`src/rtl/pse_event_pkg.sv`:
```
// constants for the start/limit and supply event flag block
// assumes a command decoder that hands over one-byte register reads
//
// Notes on behaviour
// - limit flag sets once a port stays in current limit past the limit time
// - set a port's turn-on flag on a start-time fault during turn-on
// - also set it on class or detect error during a standard power enable
// - supply read at code 0Ah returns the flags and leaves them alone
// - supply read at code 0Bh returns the same data then clears the supply flags
// - clearing read releases the interrupt line if supply flags caused it
// - any set supply flag feeds the interrupt summary and interrupt line
// - the four low supply bits are reserved and carry no event
// - thermal shutdown sets bit 7, turns all ports off, forces off mode
// - logic keeps running; ports may re-enable once below low temperature
// - core supply lockout sets bit 6; the flag is 1 after power-on reset
// - core supply dropping below the warning threshold sets bit 5
// - port power rail undervoltage sets bit 4
// - external reset pin leaves the core lockout and rail flags untouched
// - rail undervoltage shuts all ports off only when the shutdown mask is 1
// - rail lockout or core lockout requests a full power-on reset
// - undervoltage turn-off clears the port's fault, status and enable bits
// - such a turn-off sets the port's power-good and enable change flags
// - such a turn-off updates the port's enable and power-good status bits
// - turning a port off clears its start and limit flags
// - core lockout flag re-sets after a clear while rail undervoltage persists
// - with the mask at 0 rail undervoltage keeps ports powered
package pse_event_pkg;

  localparam int PORTS = 4;

  // command codes of the two registers
  localparam logic [7:0] CMD_START_LIMIT_PEEK = 8'h08;
  localparam logic [7:0] CMD_START_LIMIT_CLEAR = 8'h09;
  localparam logic [7:0] CMD_SUPPLY_PEEK = 8'h0A;
  localparam logic [7:0] CMD_SUPPLY_CLEAR = 8'h0B;

  // supply event bit positions
  localparam int THERMAL_BIT = 7;
  localparam int CORE_LOCKOUT_BIT = 6;
  localparam int CORE_WARNING_BIT = 5;
  localparam int RAIL_UV_BIT = 4;

  // start/limit fields: limit flags high nibble, turn-on flags low nibble
  localparam int LIMIT_LSB = 4;
  localparam int TURN_ON_LSB = 0;

  // values after power-on reset
  localparam logic [3:0] SUPPLY_RESET = 4'h4;
  localparam logic [7:0] START_LIMIT_RESET = 8'h00;
  localparam logic [3:0] RESERVED_READ = 4'h0;

  // synchroniser index of each asynchronous pin, and their idle levels
  localparam int SYNC_W = 7;
  localparam int PIN_OVER_TEMP = 0;
  localparam int PIN_TEMP_LOW = 1;
  localparam int PIN_CORE_UVLO = 2;
  localparam int PIN_CORE_WARN = 3;
  localparam int PIN_RAIL_UV = 4;
  localparam int PIN_RAIL_UVLO = 5;
  localparam int PIN_EXT_RESET_N = 6;
  localparam logic [6:0] SYNC_RESET = 7'h40;

  // limit fault time; no figure is fixed, so a plain default in cycles
  localparam int LIMIT_FAULT_CYCLES_DEF = 1000000;
  localparam int LIMIT_CNT_W = 24;

  typedef enum logic [0:0] {
    TH_NORMAL = 1'b0,
    TH_HOT = 1'b1
  } thermal_t;

endpackage

```
`src/rtl/limit_fault_timer.sv`:
```
// per-port timers that measure how long a port sits in current limit
// assumes limit_active comes from port logic on mclk
`timescale 1ns/100ps
module limit_fault_timer #(
  parameter int LIMIT_FAULT_CYCLES = pse_event_pkg::LIMIT_FAULT_CYCLES_DEF
) (
  // clock and reset
  input wire logic mclk,
  input wire logic rst,
  // per-port limit state
  input wire logic [pse_event_pkg::PORTS-1:0] limit_active,
  output logic [pse_event_pkg::PORTS-1:0] limit_expired
);

  localparam logic [pse_event_pkg::LIMIT_CNT_W-1:0] LAST =
    pse_event_pkg::LIMIT_CNT_W'(LIMIT_FAULT_CYCLES);

  genvar i;
  generate
    for (i = 0; i < pse_event_pkg::PORTS; i++) begin : g_port
      logic [pse_event_pkg::LIMIT_CNT_W-1:0] cnt_r;
      // counter parks at the limit so the expiry pulses only once per stay
      always_ff @(posedge mclk) begin
        if (rst || !limit_active[i]) begin
          cnt_r <= '0;
        end else if (cnt_r != LAST) begin
          cnt_r <= cnt_r + 1'b1;
        end
      end
      assign limit_expired[i] = limit_active[i] &&
        (cnt_r == LAST - 1'b1);
    end
  endgenerate

endmodule

```
`src/rtl/pse_start_limit_supply_events.sv`:
```
// start/limit and supply event flags of a four-port power sourcing block
// assumes: cmd_valid/cmd_code from the serial command decoder on mclk;
// supply and thermal comparators arrive asynchronously on pins
`timescale 1ns/100ps
module pse_start_limit_supply_events #(
  parameter int LIMIT_FAULT_CYCLES = pse_event_pkg::LIMIT_FAULT_CYCLES_DEF
) (
  // clock and power-on reset
  input wire logic mclk,
  input wire logic rst,
  // register reads from the command decoder
  input wire logic cmd_valid,
  input wire logic [7:0] cmd_code,
  output logic rd_valid_r,
  output logic [7:0] rd_data_r,
  // per-port events from port logic
  input wire logic [pse_event_pkg::PORTS-1:0] limit_active,
  input wire logic [pse_event_pkg::PORTS-1:0] start_timeout,
  input wire logic [pse_event_pkg::PORTS-1:0] class_det_error,
  input wire logic [pse_event_pkg::PORTS-1:0] std_enable_turn_on,
  input wire logic [pse_event_pkg::PORTS-1:0] port_turned_off,
  input wire logic [pse_event_pkg::PORTS-1:0] port_powered,
  // asynchronous supply and thermal pins
  input wire logic over_temp_pin,
  input wire logic temp_below_low_pin,
  input wire logic core_uvlo_pin,
  input wire logic core_warn_pin,
  input wire logic rail_uv_pin,
  input wire logic rail_uvlo_pin,
  input wire logic ext_reset_n_pin,
  // configuration
  input wire logic supply_event_shutdown_mask,
  // port control towards the rest of the device
  output logic all_ports_off_r,
  output logic force_off_mode_r,
  output logic [pse_event_pkg::PORTS-1:0] uv_port_clear_r,
  output logic [pse_event_pkg::PORTS-1:0] uv_change_set_r,
  output logic [pse_event_pkg::PORTS-1:0] uv_status_update_r,
  output logic por_request_r,
  // interrupt summary
  output logic supply_summary,
  output logic start_limit_summary,
  output logic int_n
);

  // two-stage synchroniser for every pin
  logic [pse_event_pkg::SYNC_W-1:0] pins;
  logic [pse_event_pkg::SYNC_W-1:0] meta_r;
  logic [pse_event_pkg::SYNC_W-1:0] sync_r;

  assign pins = {ext_reset_n_pin, rail_uvlo_pin, rail_uv_pin, core_warn_pin,
                 core_uvlo_pin, temp_below_low_pin, over_temp_pin};

  always_ff @(posedge mclk) begin
    if (rst) begin
      meta_r <= pse_event_pkg::SYNC_RESET;
      sync_r <= pse_event_pkg::SYNC_RESET;
    end else begin
      meta_r <= pins;
      sync_r <= meta_r;
    end
  end

  logic over_temp;
  logic temp_low;
  logic core_uvlo;
  logic core_warn;
  logic rail_uv;
  logic rail_uvlo;
  logic ext_reset;

  assign over_temp = sync_r[pse_event_pkg::PIN_OVER_TEMP];
  assign temp_low = sync_r[pse_event_pkg::PIN_TEMP_LOW];
  assign core_uvlo = sync_r[pse_event_pkg::PIN_CORE_UVLO];
  assign core_warn = sync_r[pse_event_pkg::PIN_CORE_WARN];
  assign rail_uv = sync_r[pse_event_pkg::PIN_RAIL_UV];
  assign rail_uvlo = sync_r[pse_event_pkg::PIN_RAIL_UVLO];
  assign ext_reset = !sync_r[pse_event_pkg::PIN_EXT_RESET_N];

  // command decode
  logic peek_sl;
  logic clear_sl;
  logic peek_sup;
  logic clear_sup;

  assign peek_sl = cmd_valid &&
    (cmd_code == pse_event_pkg::CMD_START_LIMIT_PEEK);
  assign clear_sl = cmd_valid &&
    (cmd_code == pse_event_pkg::CMD_START_LIMIT_CLEAR);
  assign peek_sup = cmd_valid && (cmd_code == pse_event_pkg::CMD_SUPPLY_PEEK);
  assign clear_sup = cmd_valid && (cmd_code == pse_event_pkg::CMD_SUPPLY_CLEAR);

  // limit timers
  logic [pse_event_pkg::PORTS-1:0] limit_expired;

  limit_fault_timer #(
    .LIMIT_FAULT_CYCLES(LIMIT_FAULT_CYCLES)
  ) u_limit_timer (
    .mclk(mclk),
    .rst(rst),
    .limit_active(limit_active),
    .limit_expired(limit_expired)
  );

  // thermal state: hot from over temperature until below the low threshold
  pse_event_pkg::thermal_t th_r;
  pse_event_pkg::thermal_t th_nxt;

  always_comb begin
    th_nxt = th_r;
    case (th_r)
      pse_event_pkg::TH_NORMAL: begin
        if (over_temp) begin
          th_nxt = pse_event_pkg::TH_HOT;
        end
      end
      pse_event_pkg::TH_HOT: begin
        if (temp_low && !over_temp) begin
          th_nxt = pse_event_pkg::TH_NORMAL;
        end
      end
      default: th_nxt = pse_event_pkg::TH_NORMAL;
    endcase
  end

  always_ff @(posedge mclk) begin
    if (rst) begin
      th_r <= pse_event_pkg::TH_NORMAL;
    end else begin
      th_r <= th_nxt;
    end
  end

  // rail undervoltage only drops ports while the mask allows it
  logic rail_shutdown;
  assign rail_shutdown = rail_uv && supply_event_shutdown_mask;

  // port control outputs; the thermal flag itself does not hold ports off
  always_ff @(posedge mclk) begin
    if (rst) begin
      all_ports_off_r <= 1'b0;
      force_off_mode_r <= 1'b0;
    end else begin
      all_ports_off_r <= (th_nxt == pse_event_pkg::TH_HOT) ||
        rail_shutdown;
      force_off_mode_r <= (th_nxt == pse_event_pkg::TH_HOT);
    end
  end

  // per-port side effects of an undervoltage turn-off
  logic [pse_event_pkg::PORTS-1:0] uv_off;
  assign uv_off = rail_shutdown ? port_powered : '0;

  always_ff @(posedge mclk) begin
    if (rst) begin
      uv_port_clear_r <= '0;
      uv_change_set_r <= '0;
      uv_status_update_r <= '0;
    end else begin
      uv_port_clear_r <= uv_off;
      uv_change_set_r <= uv_off;
      uv_status_update_r <= uv_off;
    end
  end

  // lockouts restart the whole device; logic stays up while hot
  always_ff @(posedge mclk) begin
    if (rst) begin
      por_request_r <= 1'b0;
    end else begin
      por_request_r <= rail_uvlo || core_uvlo;
    end
  end

  // start/limit flags: set beats clear, per bit
  logic [7:0] sl_r;
  logic [7:0] sl_set;
  logic [7:0] sl_clr;
  logic [pse_event_pkg::PORTS-1:0] port_off_any;

  assign port_off_any = port_turned_off | uv_off;

  genvar p;
  generate
    for (p = 0; p < pse_event_pkg::PORTS; p++) begin : g_sl
      assign sl_set[pse_event_pkg::LIMIT_LSB+p] = limit_expired[p];
      assign sl_set[pse_event_pkg::TURN_ON_LSB+p] = start_timeout[p] ||
        (class_det_error[p] && std_enable_turn_on[p]);
      assign sl_clr[pse_event_pkg::LIMIT_LSB+p] = port_off_any[p];
      assign sl_clr[pse_event_pkg::TURN_ON_LSB+p] = port_off_any[p];
    end
  endgenerate

  always_ff @(posedge mclk) begin
    if (rst) begin
      sl_r <= pse_event_pkg::START_LIMIT_RESET;
    end else begin
      // sticky until cleared; a fresh event wins over any clear, the
      // external reset pin included
      sl_r <= sl_set |
        (sl_r & ~sl_clr & {8{!(clear_sl || ext_reset)}});
    end
  end

  // supply flags, upper nibble only; lower nibble is not stored
  logic [3:0] sup_r;
  logic [3:0] sup_set;
  logic [3:0] sup_keep;

  assign sup_set = {over_temp,
                    core_uvlo || rail_uv,
                    core_warn,
                    rail_uv};

  // external reset spares the core lockout and rail flags
  assign sup_keep = ext_reset ? 4'h5 : 4'hF;

  always_ff @(posedge mclk) begin
    if (rst) begin
      sup_r <= pse_event_pkg::SUPPLY_RESET;
    end else if (clear_sup) begin
      sup_r <= sup_set;
    end else begin
      sup_r <= sup_set | (sup_r & sup_keep);
    end
  end

  // read path: data captured before the clear lands
  always_ff @(posedge mclk) begin
    if (rst) begin
      rd_valid_r <= 1'b0;
      rd_data_r <= 8'h00;
    end else begin
      rd_valid_r <= peek_sl || clear_sl || peek_sup || clear_sup;
      if (peek_sup || clear_sup) begin
        rd_data_r <= {sup_r, pse_event_pkg::RESERVED_READ};
      end else if (peek_sl || clear_sl) begin
        rd_data_r <= sl_r;
      end else begin
        rd_data_r <= 8'h00;
      end
    end
  end

  // summary: the clearing read drops these, releasing the line
  assign supply_summary = |sup_r;
  assign start_limit_summary = |sl_r;
  assign int_n = !(supply_summary || start_limit_summary);

endmodule

```
`config.mk`:
```
export PLATFORM = sky130hd
export DESIGN_NAME = pse_start_limit_supply_events
export DESIGN_NICKNAME = d
export VERILOG_FILES = /design/src/rtl/pse_event_pkg.sv /design/src/rtl/limit_fault_timer.sv /design/src/rtl/pse_start_limit_supply_events.sv
export SDC_FILE = /design/constraint.sdc
export NUM_CORES = 1
export LEC_CHECK = 0
export BUFFER_PORTS_ARGS = -buffer_cell sky130_fd_sc_hd__buf_4
export CAP_MARGIN = 20
export CORE_ASPECT_RATIO = 1.75
export CORE_MARGIN = 5
export CORE_UTILIZATION = 60
export CTS_BUF_LIST = sky130_fd_sc_hd__clkbuf_8
export DETAILED_ROUTE_END_ITERATION = 12
export HOLD_SLACK_MARGIN = 0.12
export PLACE_DENSITY = 0.93
export SYNTH_ARGS = -nofsm -noshare
export SYNTH_HDL_FRONTEND = slang
export SYNTH_SLANG_ARGS = --single-unit
```
`constraint.sdc`:
```
create_clock -name mclk -period 2.6 [get_ports mclk]
set_clock_uncertainty 0.05 [all_clocks]
set_input_delay 0.26 -clock mclk [delete_from_list [all_inputs] [get_ports mclk]]
set_output_delay 0.26 -clock mclk [all_outputs]
set_load 0.01 [all_outputs]
```
* Word-level counts from Yosys, hierarchy flattened
Cells that the tools add are included.
** Word-level totals
- Register bits :: 138
- Input port bits :: 43
- Output and inout port bits :: 27
- Word-level logic and storage cells :: 90
** Operators by class
- Add/subtract/negate cells :: 4
- Equal/unequal tests :: 12
- Mux-type cells :: 8
- Bitwise gates (word level) :: 9
- Reduce and logical (&&, ||, !) cells :: 42
** Operator list (number)
- adder 24 x 1 -> 24 bit (second input constant) :: 4
- == test 24 x 20 -> 1 bit (second input constant) :: 4
- inequality test 24 x 20 -> 1 bit (second input constant) :: 4
- == test 8 x 4 -> 1 bit (second input constant) :: 4
- logical OR 1 bit :: 17
- AND 8 bit :: 2
- two-way mux 8 bit :: 2
- logical AND 1 bit :: 14
- two-way mux 4 bit :: 3
- logical NOT 1 bit :: 8
- NOT 8 bit :: 1
- OR 4 bit :: 2
- OR 8 bit :: 1
- OR reduction 8 bit :: 1
- AND 4 bit :: 1
- OR reduction 4 bit :: 1
- OR reduction 3 bit :: 1
- two-way mux 1 bit :: 2
- NOT 1 bit :: 2
- case mux 1 bit (2 select lines) :: 1

* Depth between registers and ports, before layout
Gate-level depths: netlist of the first run.
- Depth after elaboration :: 7
- Gate-level depth with buffers :: 6
- Depth with buffers taken out :: 6

* Cells and area by module
A second synthesis of the first run with hierarchy kept.
** Unflattened totals
- Cell total of the unflattened synthesis :: 732
- Area, all modules :: 6413.7 um^2
** Modules (own cells, without submodules)
- limit_fault_timer :: times used 1, cells an instance 584, area each 4879.7 um^2, sequential area each 1921.8 um^2
- pse_start_limit_supply_events :: times used 1, cells an instance 148, area each 1534.0 um^2, sequential area each 840.8 um^2

* Least setup slack after synthesis of the first run
OpenSTA, ideal clock, no wires.
- Path kind :: reg2reg
- Start :: register u_limit_timer.g_port[2].cnt_r[1] in the netlist's numbering
- End :: register u_limit_timer.g_port[2].cnt_r[18] in the netlist's numbering
- Library setup time :: 70 ps
- Arrival time :: 1936 ps
- Required time :: 2480 ps
- Slack :: 544 ps
- Cell stages (with the launch flop) :: 7
- Buffers on the path :: 1
- Period minus slack after synthesis :: 2056 ps
- Cells stage by stage :: dfxtp_1 -> ha_1 -> nand2_1 -> or4_1 -> buf_2 -> or4_1 -> a21oi_1
** On the way
- Cells in the longest elaborated chain, start to end :: 1
- Elaborated cells between the ends (all ways) :: 2
- Those cells by class :: 1 x add/sub; 1 x eq/ne
** Ends and longest elaborated chain
- from (decl) :: line limit_fault_timer.sv:21 : logic [pse_event_pkg::LIMIT_CNT_W-1:0] cnt_r;
- from (signal assigned) :: line limit_fault_timer.sv:27 : cnt_r <= cnt_r + 1'b1;
- adder 24 x 1 -> 24 bit or inequality test 24 x 20 -> 1 bit (tied branches) :: line limit_fault_timer.sv:27, limit_fault_timer.sv:26
Several ways; a longest one is shown, not always the timed one.
A chain may end at the register's enable or synchronous reset.

* Final worst setup path of the first run
- Start :: input port cmd_code[2]
- End :: register rd_valid_r
** On the way
- Cells in the longest elaborated chain, start to end :: 5
- Elaborated cells between the ends (all ways) :: 11
- Those cells by class :: 4 x eq/ne; 7 x reduce/logical
** Ends and longest elaborated chain
- from (decl) :: line pse_start_limit_supply_events.sv:13 : input wire logic [7:0] cmd_code,
- == test 8 x 4 -> 1 bit, on equally long branches :: line pse_start_limit_supply_events.sv:87, pse_start_limit_supply_events.sv:89
- logical AND 1 bit, on equally long branches :: line pse_start_limit_supply_events.sv:86, pse_start_limit_supply_events.sv:88
- logical OR 1 bit (2 in a row) :: line pse_start_limit_supply_events.sv:234 : rd_valid_r <= peek_sl || clear_sl || peek_sup || clear_sup;
- logical OR 1 bit (*) :: line pse_start_limit_supply_events.sv:234
- to (signal assigned) :: line pse_start_limit_supply_events.sv:234
- to (decl) :: line pse_start_limit_supply_events.sv:14 : output logic rd_valid_r,
Mark *: on every way between the ends. The rest lies on a longest branch, timed or not.

==> out/results.txt, run 1 <==
outcome = finished, final reports clean
commonest non-fill, non-tap cell in the layout = dfxtp_1
setup ws final = 0.233 ns
Register-to-Register Path Depth = 5
first-pass GRT wire length = 27.5 mm
register bit count reported by yosys = 138
drt pass-1 iters = 7
clock latency on the worst-skew pair = 0.45 ns
vias in the first global route = 6090
grt ovf = 0
register area share after synthesis = 0.436
Max-slew headroom = 0.561
drt drc = 0
met3 usage = 0.0589
DP Area = 0.00687 mm²
Vias = 6160
total wire length = 16.8 mm
Startpoint Class = primary input
worst hold path cell count = 4
XOR/XNOR share of the synthesized area = 0.0512
H-tree Lvls = 4
Final nets = 873
asr flop ratio synth = 0
main combinational cell family by area after synthesis = simple AND/OR/NAND/NOR gates
Leak Pwr = 2.58 nW
Synth Instances = 741
post-detailed-route wirelength per cell = 17.5 µm
critical path capture point type = register
max-cap violation count = 0
worst-path fanout max = 4
internal power = 0.00321 W
Die H = 146 µm
Final Cycle Share = 0.910
VDD IR-drop max = 0.577 mV
synth warn = 0
Post-Synth Adder-Cell Area = 0.0158
Post-synth EDFFs = 0
area of the core = 0.0103 mm²
drt initial violations = 449
share of layout cells above drive strength 1 = 0.146
gpl congestion = 0.926
Setup Crit Path Kind = in2reg
antenna violations before repair = 1
Sw Ratio = 0.224
Total GRT Usage = 0.266
Pwr Density = 547 mW/mm²
Worst EP arrival = 2.70 ns
gr busiest metal = met2
final setup fails = 0
Reg clk slew, reported paths = 0.07 ns
RSZ-0062 raised after global routing = no
GR Util met2 = 0.477
Port Buffers = 69
Switch Pwr = 0.000923 W
Final Instance Count excl. Fillers = 963
CTS tree = done
Num CTS Buffers = 17
Slew Limit Fails = 0
Compound-Gate Fraction of Synth Area = 0.127
GR met1 Demand/Resource = 0.272
clk buf depth = 2
Slew @ Worst Pin = 0.654 ns
Die W = 87.7 µm
fmax = 422 MHz
top-level port count = 70
most frequent cells in the layout = 138 x dfxtp_1, 74 x buf_4, 63 x a21oi_1
Area growth, synth to finish = 19.0%
Simple-Gate Fraction of Synth Area = 0.325
CTS Sinks = 138
Site Rows = 49
sequential share of power = 0.523
ANT nets after route = 0
final setup TNS = 0 ns
DP Wirelength = 11.4 mm
Finished Cell Area = 0.00754 mm²
total power = 0.00413 W
WP data required = 2.94 ns
DP Cell Count = 904
Combinational Power Share = 0.050
mux cell area share after synthesis = 0.00316
Placement Setup Slack = 0.414 ns
worst min-delay path class = in2reg
mean area per synthesized cell = 8.55 µm²
Clock Tree Root = clkbuf_8
Synth Cell Area = 0.00633 mm²
Starting Density = 0.615
Clock Power Share = 0.427
die area = 0.0128 mm²
Vias/cell = 6.40
Fill cells = 696
Final Critical Period = 2.37 ns
final hold violations = 0
post-synth cell types = 51
syn nets = 792
prevailing post-synth register cell = dfxtp_1
largest net degree at the start of global routing = 43
layout make-up:
cell class,count,area [µm²],share of cell area
clock inverters,14,156,0.0207
well taps,127,159,0.0211
diodes,1,2.50,0.000332
inverters,24,90.1,0.0119
flip-flops and latches,138,2760,0.366
multi-input cells,541,3310,0.439
repair buffers,100,816,0.108
clock buffers,18,248,0.0329
flip-flops by register name (all words and copies together), names as in the netlist:
name	count
uv_status_update_r	4
all_ports_off_r	1
sl_r	8
por_request_r	1
rd_valid_r	1
sup_r	4
meta_r	7
sync_r	7
rd_data_r	8
force_off_mode_r	1
u_limit_timer.g_port.cnt_r	96
kinds of logic after synthesis:
| group | count (synthesis) |
|---|---|
| compound gates | 136 |
| xor+xnor | 37 |
| fa+ha+maj | 8 |
| buf+inv | 62 |
| flops | 138 |
| mux | 2 |
| simple gates | 358 |
through the flow:
| stage | util | hold slack (ns) |
|---|---|---|
| finish | 0.732 | 0.140 |
| global route | 0.732 | 0.146 |
| CTS | 0.732 | 0.126 |
| detailed placement | 0.667 | 0.361 |
| global placement | 0.667 | 0.362 |
| floorplan | - | 0.314 |
power groups by stage:
stage               registers [W]  logic (W)  clock network (W)
finish                    0.00216   0.000205            0.00176
global route              0.00216   0.000224            0.00188
CTS                       0.00216   0.000200            0.00178
detailed placement        0.00221   0.000168                  0
global placement          0.00221   0.000159                  0
floorplan                 0.00220  0.0000824                  0
metal layers:
layer	vias up	part of all wire
met1	2908	0.35
met2	281	0.53
met3	91	0.060
li1	2880	-
met4	0	0.056
met5	-	0
critical path, stage by stage:
cell and delay, ns:
dlygate4sd3_1 0.54, buf_4 0.14, or3b_2 0.51, dlygate4sd3_1 0.58, nor3_1 0.11, dlygate4sd3_1 0.56
path summary, 6_finish.rpt:
kind	startpoint	slack [ns]	endpoint
worst max-delay path	cmd_code[2]	0.23	rd_valid_r
worst min-delay path	port_turned_off[1]	0.14	sl_r[1]
worst max register to register	u_limit_timer.g_port[2].cnt_r[1]	0.32	u_limit_timer.g_port[2].cnt_r[18]
worst min register to register	meta_r[6]	0.37	sync_r[6]
synth_stat cells (all sizes together), types with 2 or more instances:
master  instances  area share
nand3b          2      0.0024
or3            19       0.019
and4           10       0.014
or3b            2      0.0028
or2             3      0.0030
buf            10       0.011
nand4          34       0.036
nor2           60       0.036
o31ai          22       0.026
a31o            3      0.0041
nand2          43       0.025
nor4           19       0.019
mux2i           2      0.0032
xnor2          19       0.026
and2           15       0.015
a31oi          11       0.011
nand2b          7      0.0069
clkbuf         28       0.017
a21oi          63       0.050
nor2b          17       0.017
a41o            3      0.0047
xor2           18       0.025
a22oi           4      0.0047
dfxtp         138        0.44
nand3          41       0.035
nor3           21       0.017
o21ai          25       0.020
nor3b           5      0.0059
or4b            2      0.0032
or4            29       0.035
ha              8       0.016
and3           17       0.017
inv            24       0.014
nor4b           9       0.012
what timing repair did:
| action | in CTS | in global routing |
|---|---|---|
| gates resized for setup | 0 | 0 |
| hold buffers | 26 | 0 |
| endpoints found under the hold margin | 22 | 0 |
| setup buffers | 0 | 0 |
Note: power is estimated with default switching activity, not from simulation.
==> run 2, diff against run 1 <==
- REMOVE_ABC_BUFFERS: not set -> 1
==> run 2 against run 1 <==
Maximum frequency rose by 0.96%. Critical path depth did not move. Via count barely moved. Sequential power barely moved. Routed wire length fell by 1.5%. Clock power rose by 11%.
==> out/results.txt, run 2 (synthesized netlist as in run 1, its figures left out) <==
outcome = finished, final reports clean (unchanged)
RSZ-0062 raised after global routing = no (unchanged)
Vias/cell = 6.39 (was 6.40)
Slew Limit Fails = 0 (unchanged)
CTS tree = done (unchanged)
wl on met1 = 6.04 mm (was 5.90 mm)
clk buf depth = 2 (unchanged)
Final nets = 876 (was 873)
area of the core = 0.0103 mm² (unchanged)
cell family with most CP delay = buffers and inverters (unchanged)
post-cts sizing count = 0 (unchanged)
Total GRT Usage = 0.271 (was 0.266)
largest net degree at the start of global routing = 43 (unchanged)
biggest regs = u_limit_timer.g_port.cnt_r: 96 flops, rd_data_r: 8 flops, sl_r: 8 flops (unchanged)
largest stage delay on the critical path = 0.58 ns (about the same)
Placement Setup Slack = 0.341 ns (was 0.414 ns)
final hold violations = 0 (unchanged)
vias in the first global route = 6215 (was 6090)
Num CTS Buffers = 17 (unchanged)
total wire length = 16.6 mm (was 16.8 mm)
Setup Crit Path Kind = in2reg (unchanged)
final setup TNS = 0 ns (unchanged)
share of layout cells above drive strength 1 = 0.147 (was 0.146)
top-level port count = 70 (unchanged)
ANT cells = 0 (was 1)
Worst Path Buf+Inv = 4 (unchanged)
Starting Density = 0.615 (unchanged)
clock latency on the worst-skew pair = 0.45 ns (about the same)
Reg clk slew, reported paths = 0.08 ns (was 0.07 ns)
antenna violations before repair = 0 (was 1)
Vias = 6165 (was 6160)
Fill cells = 675 (was 696)
max-cap violation count = 0 (unchanged)
most frequent cells in the layout = 138 x dfxtp_1, 74 x buf_4, 63 x a21oi_1 (unchanged)
met2 WL post-DR = 8.74 mm (was 8.98 mm)
stages on the worst setup path = 6 (unchanged)
drt initial violations = 538 (was 449)
final setup fails = 0 (unchanged)
drt drc = 0 (unchanged)
Leak Pwr = 2.63 nW (was 2.58 nW)
H-tree Lvls = 4 (unchanged)
setup ws final = 0.256 ns (was 0.233 ns)
largest register by flop count = u_limit_timer.g_port.cnt_r (unchanged)
CTS Sinks = 138 (unchanged)
VDD IR-drop max = 0.423 mV (was 0.577 mV)
Final Cycle Share = 0.902 (was 0.910)
Startpoint Class = primary input (unchanged)
Clock Tree Root = clkbuf_8 (unchanged)
slowest stage cell, crit path = dlygate4sd3_1 (unchanged)
drt pass-1 iters = 5 (was 7)
worst min-delay path class = in2reg (unchanged)
Worst EP arrival = 2.69 ns (was 2.70 ns)
Top Metal Used = met4 (unchanged)
Setup Buffers After CTS = 0 (unchanged)
ANT nets after route = 0 (unchanged)
die area = 0.0128 mm² (unchanged)
Min Hold Slack = 0.162 ns (was 0.140 ns)
Pwr Density = 568 mW/mm² (was 547 mW/mm²)
first-pass GRT wire length = 28.1 mm (was 27.5 mm)
fmax = 427 MHz (was 422 MHz)
WP data required = 2.95 ns (was 2.94 ns)
Site Rows = 49 (unchanged)
Die H = 146 µm (unchanged)
Final Critical Period = 2.34 ns (was 2.37 ns)
most frequent CP cell = dlygate4sd3_1 (unchanged)
worst reg2reg setup slack = 0.31 ns (was 0.32 ns)
Register-to-Register Path Depth = 5 (unchanged)
gpl congestion = 0.906 (was 0.926)
worst-path cell chain = dlygate4sd3_1, buf_4, or3b_2, dlygate4sd3_1, nor3_1, dlygate4sd3_1 (unchanged)
critical path capture point type = register (unchanged)
post-detailed-route wirelength per cell = 17.2 µm (was 17.5 µm)
met3 wire len = 884 µm (was 1.01 mm)
commonest non-fill, non-tap cell in the layout = dfxtp_1 (unchanged)
worst-path fanout max = 4 (unchanged)
Largest register FFs = 96 (unchanged)
FF-to-FF End = u_limit_timer.g_port[2].cnt_r[18] (unchanged)
reg2reg start = u_limit_timer.g_port[2].cnt_r[0] (was u_limit_timer.g_port[2].cnt_r[1])
Slew @ Worst Pin = 0.784 ns (was 0.654 ns)
worst hold path cell count = 3 (was 4)
total power = 0.00433 W (was 0.00413 W)
grt ovf = 0 (unchanged)
final core occ = 0.740 (was 0.732)
DP Wirelength = 11.1 mm (was 11.4 mm)
Hold Path Sink = all_ports_off_r (was sl_r[1])
Die W = 87.7 µm (unchanged)
min-delay src = supply_event_shutdown_mask (was port_turned_off[1])
Port Buffers = 69 (unchanged)
Max-slew headroom = 0.473 (was 0.561)
Area growth, synth to finish = 20.3% (was 19.0%)
-- run 2: cell count changes in the layout (fill, tap and decap cells not counted) --
cell | previous run | this run
inv_6 | 0 | 1
diode_2 | 1 | 0
dlygate4sd3_1 | 26 | 29
clkbuf_8 | 18 | 21
bufinv_16 | 3 | 4
inv_1 | 26 | 25
clkinvlp_4 | 4 | 2
clkinv_2 | 4 | 2
-- run 2: routing by layer --
| metal | track usage | vias up |
|---|---|---|
| met2 | 0.469 | 267 |
| met5 | 0 | - |
| met4 | 0.158 | 0 |
| li1 | - | 2882 |
| met1 | 0.289 | 2927 |
| met3 | 0.0652 | 89 |
-- run 2: what timing repair did --
| item | in CTS | in global routing |
|---|---|---|
| hold buffers | 29 | 0 |
| setup endpoints to repair | 0 | 0 |
| endpoints found under the hold margin | 19 | 0 |
-- run 2: tightest hold or removal path, stage by stage --
cell     delay, ns
buf_4         0.13
nand2_1       0.13
a21oi_1       0.08
-- run 2: layout make-up --
| type | instances | area, µm² | share of cell area |
|---|---|---|---|
| clock buffer | 21 | 289 | 0.0379 |
| clock inverter | 11 | 166 | 0.0218 |
| inverter | 24 | 90.1 | 0.0118 |
| multi-input combinational | 541 | 3310 | 0.434 |
| sequential | 138 | 2760 | 0.363 |
| tap | 127 | 159 | 0.0209 |
| timing repair buffer | 103 | 846 | 0.111 |
-- run 2: report_power, final --
group | switching (W) | internal, W
clock | 0.000814 | 0.00115
sequential | 0.0000214 | 0.00214
combinational | 0.0000978 | 0.000112
total | 0.000933 | 0.00340
-- run 2: metrics by stage --
step	instances	area [µm²]
after CTS	965	7620
final	965	7620
after floorplan	703	6160
after detailed placement	904	6870
after global routing	965	7620
after global placement	904	6870
-- run 2: worst max-delay path by stage --
stage,slack [ns],to,start
5_1_grt,0.16,rd_valid_r,cmd_code[5]
6_report,0.26,rd_valid_r,cmd_code[5]
2_1_floorplan,0.54,u_limit_timer.g_port[0].cnt_r[19],u_limit_timer.g_port[0].cnt_r[2]
3_5_place_dp,0.34,u_limit_timer.g_port[2].cnt_r[18],u_limit_timer.g_port[2].cnt_r[1]
4_1_cts,0.32,rd_valid_r,cmd_code[5]
3_3_place_gp,0.44,u_limit_timer.g_port[2].cnt_r[18],u_limit_timer.g_port[2].cnt_r[1]
